File: src/hdl/l1_irq_pkg.sv
// constants for the command vector and layer one interrupt queue block
package l1_irq_pkg;
  // register byte offsets
  localparam logic [3:0]  CTRL_OFS        = 4'h0;
  localparam logic [3:0]  STATUS_OFS      = 4'h4;
  localparam logic [3:0]  VECTOR_OFS      = 4'h8;
  // control register fields and reset
  localparam int          CTRL_INTA_BIT   = 0;
  localparam logic [31:0] CTRL_RESET      = 32'h0000_0000;
  // status register fields
  localparam int          STAT_CNT_LSB    = 0;
  localparam int          STAT_EMPTY_BIT  = 8;
  localparam int          STAT_FULL_BIT   = 9;
  // layer one vector layout
  localparam int          LAST_BIT        = 15;
  localparam int          VECTOR_SUBTYPE_BIT       = 14;
  localparam int          STATUS_LSB      = 7;
  localparam int          MID_LSB         = 5;
  localparam int          DETAIL_FIELD_LSB        = 0;
  localparam logic [1:0]  MID_FRAMER      = 2'h0;
  localparam logic [1:0]  MID_FDL         = 2'h1;
  localparam logic [1:0]  MID_MUX         = 2'h2;
  localparam logic [1:0]  MID_MAILBOX     = 2'h3;
  // type 0 framer status flag carrying the one-second tick
  localparam logic [6:0]  TICK_1HZ_FLAG   = 7'h04;
  // command vector layout
  localparam logic [3:0]  CMD_QUEUE_NUM   = 4'h8;
  localparam int          HDR_LSB         = 27;
  localparam logic [4:0]  TX_VEC_HDR      = 5'h12;
  localparam logic [4:0]  RX_VEC_HDR      = 5'h13;
  localparam int          TX_FAILED_BIT   = 17;
  localparam int          TX_DONE_BIT     = 16;
  localparam int          RX_DONE_BIT     = 16;
  // layer one fifo geometry
  localparam int          FIFO_DEPTH      = 16;
  localparam int          PTR_W           = 4;
  localparam int          NUM_SRC         = 4;
  localparam int          NUM_PORTS       = 32;
  // one-second timer: receive clock edges per second at the default rate
  localparam int          RX_CLK_HZ       = 1544000;
endpackage : l1_irq_pkg

File: src/hdl/interrupt_vector_queueing.sv
// command vector builder and layer one interrupt fifo with avalon slave
//
// Implementation choices: register access over Avalon-MM and the address map.
`timescale 1ns/10ps
`default_nettype none

// Functional notes
// - every command vector leaves on the command queue, number eight.
// - failed transmit init gives transmit vector with bit 17 set.
// - transmit init fails when more buffer is asked than remains.
// - transmit init fails when a threshold exceeds the requested buffer.
// - threshold sum must stay below buffer size; not checked here.
// - successful transmit init or off gives vector with bit 16 set.
// - successful receive init or off gives receive complete vector.
// - command vector bits 7:0 carry the affected channel number.
// - framer, data link, multiplexer and mailbox feed one fifo.
// - fifo readable from local bus and from pci host side.
// - local interrupt output high while fifo holds a vector.
// - fifo interrupt optionally forwarded to the pci interrupt pin.
// - vector is 16 bits: last, subtype, status, module, detail.
// - last flag 0 when more vectors remain, 1 on the final one.
// - module code 00 framer, 01 data link, 10 mux, 11 mailbox.
// - framer vector type chosen by bit 14: 0 type 0, 1 type I.
// - type 0 status bits 13..7 are framer events; bits 4..0 port.
// - one-second tick per port counted on that port's receive clock.
module interrupt_vector_queueing
  import l1_irq_pkg::*;
#(
  parameter int TICK_EDGES = RX_CLK_HZ
)(
  // clock and reset
  input  wire logic                 clk,
  input  wire logic                 srst,
  // avalon-mm slave, local microprocessor side
  input  wire logic [3:0]           avs_address,
  input  wire logic                 avs_read,
  input  wire logic                 avs_write,
  input  wire logic [31:0]          avs_writedata,
  output logic      [31:0]          avs_readdata,
  output logic                      avs_waitrequest,
  // pci host test read port
  input  wire logic                 pci_rd_req,
  output logic                      pci_rd_valid,
  output logic      [15:0]          pci_rd_data,
  // channel command outcomes
  input  wire logic                 cmd_valid,
  input  wire logic                 cmd_is_rx,
  input  wire logic                 cmd_is_init,
  input  wire logic [7:0]           channel_number,
  input  wire logic [15:0]          cmd_buf_req,
  input  wire logic [15:0]          cmd_buf_avail,
  input  wire logic [15:0]          cmd_fwd_thresh,
  input  wire logic [15:0]          cmd_refill_thresh,
  output logic                      cmd_vec_valid,
  output logic      [31:0]          cmd_vec_data,
  output logic      [3:0]           cmd_vec_queue,
  // t1/e1 framer events
  input  wire logic                 fr_valid,
  input  wire logic                 fr_type1,
  input  wire logic [6:0]           fr_status,
  input  wire logic [4:0]           fr_port,
  output logic                      fr_ready,
  input  wire logic [NUM_PORTS-1:0] rx_clk_in,
  // facility data link events
  input  wire logic                 fdl_valid,
  input  wire logic                 fdl_vector_subtype,
  input  wire logic [6:0]           fdl_status,
  input  wire logic [4:0]           fdl_detail_field,
  output logic                      fdl_ready,
  // multiplexer and ds2/ds3 framer events
  input  wire logic                 mux_valid,
  input  wire logic                 mux_vector_subtype,
  input  wire logic [6:0]           mux_status,
  input  wire logic [4:0]           mux_detail_field,
  output logic                      mux_ready,
  // mailbox events
  input  wire logic                 mbx_valid,
  input  wire logic                 mbx_vector_subtype,
  input  wire logic [6:0]           mbx_status,
  input  wire logic [4:0]           mbx_detail_field,
  output logic                      mbx_ready,
  // interrupt pins
  output logic                      local_irq_out,
  output logic                      inta_out
);

  // ---------------- command vectors ----------------
  logic        next_cmd_vec_valid;
  logic [31:0] next_cmd_vec_data;
  logic        tx_cmd_failed;

  always_comb
  begin
    tx_cmd_failed = 1'b0;
    next_cmd_vec_data = 32'h0000_0000;
    if (!cmd_is_rx && cmd_is_init)
    begin
      tx_cmd_failed = (cmd_buf_req > cmd_buf_avail) ||
                      (cmd_fwd_thresh > cmd_buf_req) ||
                      (cmd_refill_thresh > cmd_buf_req);
    end
    if (cmd_is_rx)
    begin
      next_cmd_vec_data[31:HDR_LSB] = RX_VEC_HDR;
      next_cmd_vec_data[RX_DONE_BIT] = 1'b1;
    end
    else
    begin
      next_cmd_vec_data[31:HDR_LSB] = TX_VEC_HDR;
      next_cmd_vec_data[TX_FAILED_BIT] = tx_cmd_failed;
      next_cmd_vec_data[TX_DONE_BIT] = !tx_cmd_failed;
    end
    next_cmd_vec_data[7:0] = channel_number;
    next_cmd_vec_valid = cmd_valid;
  end

  always_ff @(posedge clk)
  begin
    if (srst)
    begin
      cmd_vec_valid <= 1'b0;
      cmd_vec_data  <= 32'h0000_0000;
      cmd_vec_queue <= CMD_QUEUE_NUM;
    end
    else
    begin
      cmd_vec_valid <= next_cmd_vec_valid;
      cmd_vec_data  <= next_cmd_vec_data;
      cmd_vec_queue <= CMD_QUEUE_NUM;
    end
  end

  // ---------------- one-second tick per port ----------------
  logic [NUM_PORTS-1:0] rx_clk_prev;
  logic [NUM_PORTS-1:0] tick_hit;
  logic [NUM_PORTS-1:0] tick_pend;
  logic [NUM_PORTS-1:0] next_tick_pend;

  genvar gp;
  generate
    for (gp = 0; gp < NUM_PORTS; gp++)
    begin : g_tick
      logic [31:0] edge_cnt;
      logic [31:0] next_edge_cnt;
      always_comb
      begin
        next_edge_cnt = edge_cnt;
        tick_hit[gp]  = 1'b0;
        if (rx_clk_in[gp] && !rx_clk_prev[gp])
        begin
          if (edge_cnt == 32'(TICK_EDGES - 1))
          begin
            next_edge_cnt = 32'h0000_0000;
            tick_hit[gp]  = 1'b1;
          end
          else
          begin
            next_edge_cnt = edge_cnt + 32'h0000_0001;
          end
        end
      end
      always_ff @(posedge clk)
      begin
        if (srst)
        begin
          edge_cnt <= 32'h0000_0000;
        end
        else
        begin
          edge_cnt <= next_edge_cnt;
        end
      end
    end
  endgenerate

  // ---------------- source slots and fifo ----------------
  logic [14:0]         slot_data [NUM_SRC];
  logic [14:0]         next_slot_data [NUM_SRC];
  logic [NUM_SRC-1:0]  slot_full;
  logic [NUM_SRC-1:0]  next_slot_full;
  logic [NUM_SRC-1:0]  src_valid;
  logic [NUM_SRC-1:0]  src_ready;
  logic [NUM_SRC-1:0]  next_src_ready;
  logic [14:0]         src_vec [NUM_SRC];
  logic [14:0]         mem [FIFO_DEPTH];
  logic [PTR_W-1:0]    wptr;
  logic [PTR_W-1:0]    rptr;
  logic [PTR_W:0]      count;
  logic [PTR_W-1:0]    next_wptr;
  logic [PTR_W-1:0]    next_rptr;
  logic [PTR_W:0]      next_count;
  logic                fifo_wr;
  logic [14:0]         fifo_wdata;
  logic                tick_load;
  logic [4:0]          tick_port;
  logic                local_pop;
  logic                pci_pop;
  logic                pci_pend;
  logic                next_pci_pend;
  logic [15:0]         head_vec;
  logic                found;

  assign src_valid = {mbx_valid, mux_valid, fdl_valid, fr_valid};
  assign src_vec[0] = {fr_type1, fr_status, MID_FRAMER, fr_port};
  assign src_vec[1] = {fdl_vector_subtype, fdl_status, MID_FDL, fdl_detail_field};
  assign src_vec[2] = {mux_vector_subtype, mux_status, MID_MUX, mux_detail_field};
  assign src_vec[3] = {mbx_vector_subtype, mbx_status, MID_MAILBOX, mbx_detail_field};

  // oldest vector with final-entry flag in front
  assign head_vec = {(count == (PTR_W+1)'(1)), mem[rptr]};

  always_comb
  begin
    fifo_wr    = 1'b0;
    fifo_wdata = slot_data[0];
    found      = 1'b0;
    tick_port  = 5'h00;
    next_slot_full = slot_full;
    for (int k = 0; k < NUM_SRC; k++)
    begin
      next_slot_data[k] = slot_data[k];
    end
    // fixed priority drain, framer first, one vector per cycle
    for (int k = 0; k < NUM_SRC; k++)
    begin
      if (slot_full[k] && !fifo_wr && (count != (PTR_W+1)'(FIFO_DEPTH)))
      begin
        fifo_wr = 1'b1;
        fifo_wdata = slot_data[k];
        next_slot_full[k] = 1'b0;
      end
    end
    for (int k = 0; k < NUM_SRC; k++)
    begin
      if (src_valid[k] && src_ready[k])
      begin
        next_slot_full[k] = 1'b1;
        next_slot_data[k] = src_vec[k];
      end
    end
    // lowest pending port tick fills a free framer slot
    for (int p = NUM_PORTS - 1; p >= 0; p--)
    begin
      if (tick_pend[p])
      begin
        found = 1'b1;
        tick_port = 5'(p);
      end
    end
    tick_load = found && !next_slot_full[0] && !fr_valid;
    if (tick_load)
    begin
      next_slot_full[0] = 1'b1;
      next_slot_data[0] = {1'b0, TICK_1HZ_FLAG, MID_FRAMER, tick_port};
    end
    next_src_ready = ~next_slot_full;
    next_tick_pend = tick_pend;
    if (tick_load)
    begin
      next_tick_pend[tick_port] = 1'b0;
    end
    next_tick_pend = next_tick_pend | tick_hit;
  end

  // ---------------- avalon slave and pops ----------------
  logic [31:0] ctrl;
  logic [31:0] next_ctrl;
  logic [31:0] next_readdata;
  logic        next_waitrequest;
  logic        take;

  always_comb
  begin
    take = (avs_read || avs_write) && avs_waitrequest;
    next_waitrequest = !take;
    next_readdata = 32'h0000_0000;
    next_ctrl = ctrl;
    local_pop = 1'b0;
    if (take && avs_read)
    begin
      if (avs_address == CTRL_OFS)
      begin
        next_readdata = ctrl;
      end
      else if (avs_address == STATUS_OFS)
      begin
        next_readdata[STAT_CNT_LSB +: PTR_W+1] = count;
        next_readdata[STAT_EMPTY_BIT] = (count == '0);
        next_readdata[STAT_FULL_BIT] =
          (count == (PTR_W+1)'(FIFO_DEPTH));
      end
      else if (avs_address == VECTOR_OFS)
      begin
        if (count != '0)
        begin
          next_readdata[15:0] = head_vec;
          local_pop = 1'b1;
        end
      end
    end
    if (take && avs_write && avs_address == CTRL_OFS)
    begin
      next_ctrl = {31'h0000_0000, avs_writedata[CTRL_INTA_BIT]};
    end
    // pci read waits for a cycle without a local pop
    pci_pop = (pci_pend || pci_rd_req) && !local_pop;
    next_pci_pend = (pci_pend || pci_rd_req) && local_pop;
    next_rptr = rptr;
    if ((local_pop || (pci_pop && count != '0)))
    begin
      next_rptr = rptr + PTR_W'(1);
    end
    next_wptr = fifo_wr ? wptr + PTR_W'(1) : wptr;
    next_count = count + (PTR_W+1)'(fifo_wr) -
                 (PTR_W+1)'(next_rptr != rptr);
  end

  always_ff @(posedge clk)
  begin
    if (fifo_wr)
    begin
      mem[wptr] <= fifo_wdata;
    end
  end

  always_ff @(posedge clk)
  begin
    if (srst)
    begin
      for (int k = 0; k < NUM_SRC; k++)
      begin
        slot_data[k] <= 15'h0000;
      end
      slot_full       <= '0;
      src_ready       <= '0;
      tick_pend       <= '0;
      rx_clk_prev     <= '0;
      wptr            <= '0;
      rptr            <= '0;
      count           <= '0;
      ctrl            <= CTRL_RESET;
      avs_readdata    <= 32'h0000_0000;
      avs_waitrequest <= 1'b1;
      pci_pend        <= 1'b0;
      pci_rd_valid    <= 1'b0;
      pci_rd_data     <= 16'h0000;
      local_irq_out   <= 1'b0;
      inta_out        <= 1'b0;
    end
    else
    begin
      slot_data       <= next_slot_data;
      slot_full       <= next_slot_full;
      src_ready       <= next_src_ready;
      tick_pend       <= next_tick_pend;
      rx_clk_prev     <= rx_clk_in;
      wptr            <= next_wptr;
      rptr            <= next_rptr;
      count           <= next_count;
      ctrl            <= next_ctrl;
      avs_readdata    <= next_readdata;
      avs_waitrequest <= next_waitrequest;
      pci_pend        <= next_pci_pend;
      pci_rd_valid    <= pci_pop;
      pci_rd_data     <= (count != '0) ? head_vec : 16'h0000;
      local_irq_out   <= (next_count != '0);
      inta_out        <= next_ctrl[CTRL_INTA_BIT] &&
                         (next_count != '0);
    end
  end

  assign fr_ready  = src_ready[0];
  assign fdl_ready = src_ready[1];
  assign mux_ready = src_ready[2];
  assign mbx_ready = src_ready[3];

endmodule : interrupt_vector_queueing

`default_nettype wire

File: config.mk
export PLATFORM = sky130hd
export DESIGN_NAME = interrupt_vector_queueing
export DESIGN_NICKNAME = d
export VERILOG_FILES = /design/src/hdl/l1_irq_pkg.sv /design/src/hdl/interrupt_vector_queueing.sv
export SDC_FILE = /design/constraint.sdc
export NUM_CORES = 2
export LEC_CHECK = 0
export CAP_MARGIN = 40
export CORE_MARGIN = 5
export CORE_UTILIZATION = 40
export DETAILED_ROUTE_END_ITERATION = 8
export DONT_BUFFER_PORTS = 1
export GPL_ROUTABILITY_DRIVEN = 0
export PLACE_DENSITY_LB_ADDON = 0.12
export REMOVE_ABC_BUFFERS = 1
export SYNTH_ARGS = -nofsm -noshare
export SYNTH_HDL_FRONTEND = slang
export SYNTH_SLANG_ARGS = --single-unit
File: constraint.sdc
create_clock -name clk -period 7.7 [get_ports clk]
set_input_delay 2.31 -clock clk [delete_from_list [all_inputs] [get_ports clk]]
set_output_delay 2.31 -clock clk [all_outputs]
set_load 0.005 [all_outputs]
==> metrics.csv <==
stage,metric,value,unit
run_status,outcome,finished clean,
floorplanning,die width,410,microns
synth,post-synthesis register bit count,1455,
floorplanning,Starting Density,40.3,%
cells_and_area,share of cells above drive strength 1,7.21,%
sta,worst hold margin,0.454,ns
synth,post-synth top area cell,dfxtp_1,
global_route,largest net degree at the start of global routing,182,
route,DR vias/cell,5.04,
sta,Slew headroom,39.1,%
cells_and_area,Nets,7150,
flow_run,max cap viols,0,
critical_path,CP Max Fanout,5,
synth,synthesized area,64000,sq um
route,post-route ant nets,0,
global_route,number of global-route vias before repair,44200,
place,hpwl dp,95.0,mm
clocking,clock-pin slew on the worst setup and hold paths,0.06,ns
critical_path,critical path's largest stage delay,0.61,ns
sta,Final Cycle Share,56.6,%
floorplanning,core area,159000,sq um
route,DR iter-0 viols,2328,
route,WL/cell,15.6,microns
critical_path,CP max stage cell,a21oi_1,
route,DR vias,45700,
critical_path,"Top cell by count, worst path",inv_1,
critical_path,CP Launch Type,primary input,
clocking,clock insertion delay at the later pin of the skew report,0.77,ns
floorplanning,Placement Rows,146,
sta,top achievable clock speed,0.229,GHz
synth,"Seq/Total Area, Yosys",49.3,%
synth,"Distinct cells, synth",85,
sta,final worst path period need,4.36,ns
synth,Post-synth ARST share,0,%
route,# DRC,0,
place,port buffer count,0,
global_route,"Remaining Overflow, GRT",0,
floorplanning,Die Span Y,410,microns
critical_path,critical path arrival,5.05,ns
clocking,total CTS buffers,164,
synth,main flop type after synthesis,dfxtp_1,
global_route,Total Routing Usage GR,16.5,%
hold_path,class of the worst hold path,reg2reg,
clocking,CTS Hold Bufs,0,
sta,Setup Viol. Count Final,0,
place,"worst slack, placed",2.52,ns
clocking,Post CTS Setup Buffer Count,0,
sta,Final Hold Viols,0,
place,dpl cells,8760,
critical_path,WP buf/inv,3,
power_and_ir_drop,VDD IR max,0.197,mV
synth,Synth Instances,6828,
sta,fin. max-slew vios,0,
power_and_ir_drop,Power per Cell Area,237,nW/um^2
critical_path,CP endpoint kind,flop,
cells_and_area,"Area growth, synth to finish",12.6,%
route,Initial DRT Pass Iterations,7,
sta,Worst-Margin Slew,0.906,ns
clocking,Sink Count,1455,
clocking,clock root cell,clkbuf_16,
sta,setup ws final,3.34,ns
clocking,cts repair resizes,0,
synth,yosys warns,0,
floorplanning,die area,168000,sq um
floorplanning,top-level port count,297,
route,final WL,141,mm
cells_and_area,Non-Filler Instances,9064,
synth,top-area cell type share of the netlist area,38.0,%
synth,syn avg cell area,9.37,sq um
sta,clock skew,0.0374,ns
sta,Setup TNS,0,ns
clocking,CTS tree,built,
sta,RSZ-0062 raised after global routing,no,
critical_path,WS Path Type,in2reg,
clocking,CTS HTree Levels,4,
critical_path,"CP delay by family, top",compound AO/OA/AOI/OAI gates,
synth,top post-synthesis cells by area,"dfxtp_1, edfxtp_1, nor2_1, xor2_1, xnor2_1",
critical_path,CP Data Required Time,8.39,ns
global_route,initial antenna violation count,19,
synth,Post-synth EDFFs,240,
clocking,Clock Tree Buf Depth,3,
global_route,first-pass GRT wire length,231,mm
critical_path,CP Cell Sequence,nor2b_1 > nand4_1 > a21oi_1 > ha_1 > inv_1 > ha_1 > inv_1 > fa_1 > inv_1 > a21oi_1 > nor2_1 > nor2_1 > xnor2_1 > a311oi_1,
power_and_ir_drop,Leak,0.0247,uW
[stage by stage]
| stage | total power (uW) | instance area [sq um] | util (%) |
|---|---|---|---|
| 3_3_place_gp | 9380 | 65900 | 41.5 |
| 2_1_floorplan | 9050 | 63000 | - |
| 4_1_cts | 17400 | 72000 | 45.4 |
| 3_5_place_dp | 9450 | 66500 | 41.9 |
| 6_report | 17100 | 72000 | 45.4 |
| 5_1_grt | 17800 | 72000 | 45.4 |
[path summary, 6_finish.rpt]
path                              from  cells past startpoint  slack, ns                        end
max                     avs_address[3]                     14       3.34        inta_out$_SDFF_PP0_
min          slot_data[8]$_SDFFE_PP0P_                      2       0.45  slot_data[8]$_SDFFE_PP0P_
max reg2reg        count[2]$_SDFF_PP0_                     17       4.23        inta_out$_SDFF_PP0_
min reg2reg  slot_data[8]$_SDFFE_PP0P_                      2       0.45  slot_data[8]$_SDFFE_PP0P_
[power breakdown]
part | internal [uW] | leakage [uW] | switching, uW
clock network | 4670 | 0.00268 | 3170
logic | 533 | 0.0100 | 668
registers | 7930 | 0.0120 | 125
[area by class of cell]
type                       count  area [sq um]
antenna                       14          35.0
clock buffer                 232          4740
clock inverter                58           728
fill                       15100         86700
inverter                     140           526
multi-input combinational   5023         31000
sequential                  1455         31500
tap                         2072          2590
timing repair buffer          70           891
[per-layer routing]
metal  GRT usage, %  share of wire (%)  vias up
met5              0              0.077        -
met4           4.46                2.0       16
met3           4.47                5.7      214
met2           26.4                 45      581
met1           22.0                 47    21400
li1               -                  -    23500
[cells in the final DEF, fill, tap and decap left out, types with 32 or more instances in the layout]
master and count:
dfxtp_1 1213, clkbuf_8 32, nor2_1 1349, clkbuf_1 33, conb_1 39, nand2_1 599, a21oi_1 151, o21ai_0 45
nor4b_1 39, edfxtp_1 240, nor4_1 150, xnor2_1 441, nor3_1 138, nand4_1 259, nor2b_1 93, clkbuf_16 167
mux2i_1 47, or3_1 53, nand3_1 351, and4_1 88, and3_1 159, inv_1 139, xor2_1 532, ha_1 91
mux4_2 74
[tightest hold or removal path, stage by stage (launching register included)]
cell,delay [ns]
dfxtp_1,0.31
nand2_1,0.05
a21oi_1,0.05
[cells by family after synthesis]
group,after synthesis,share of synthesized area [%]
muxes,135,3.59
and+or+nand+nor,3498,26.6
AOI/OAI and AO/OA,286,2.75
DFF,1455,49.3
adders and majority gates,92,1.81
xor gates and xnor gates,973,13.3
other,2,0.0117
buffers and inverters,387,2.64
[synthesized netlist by cell type, types with 8 or more instances]
cell and n:
nor2b_1 93, buf_2 56, mux4_2 74, nand4_1 259, and2_1 29, clkbuf_1 114
o21ai_0 45, and3_1 159, nand4b_1 20, inv_1 139, or3_1 53, nand3b_1 15
a21oi_1 151, dfxtp_1 1215, mux2_2 14, xor2_1 532, edfxtp_1 240, o41ai_1 20
buf_4 43, nand3_1 351, nor2_1 1361, ha_1 91, nand2_1 599, xnor2_1 441
nor3_1 142, nand2b_1 23, and4_1 88, or4_1 28, buf_1 33, mux2i_1 47
nor4b_1 39, or2_2 29, nor4_2 21, nor4_1 150, and2_0 8
[sequential cells by signal, summed over array words and instances, names as in the netlist, 5 cells and up]
signal,cells
avs_readdata,16
count,5
mem,240
tick_pend,32
cmd_vec_data,12
slot_data,55
g_tick.edge_cnt,1024
rx_clk_prev,32
pci_rd_data,16
No activity file was read; power rests on OpenSTA's default activity.
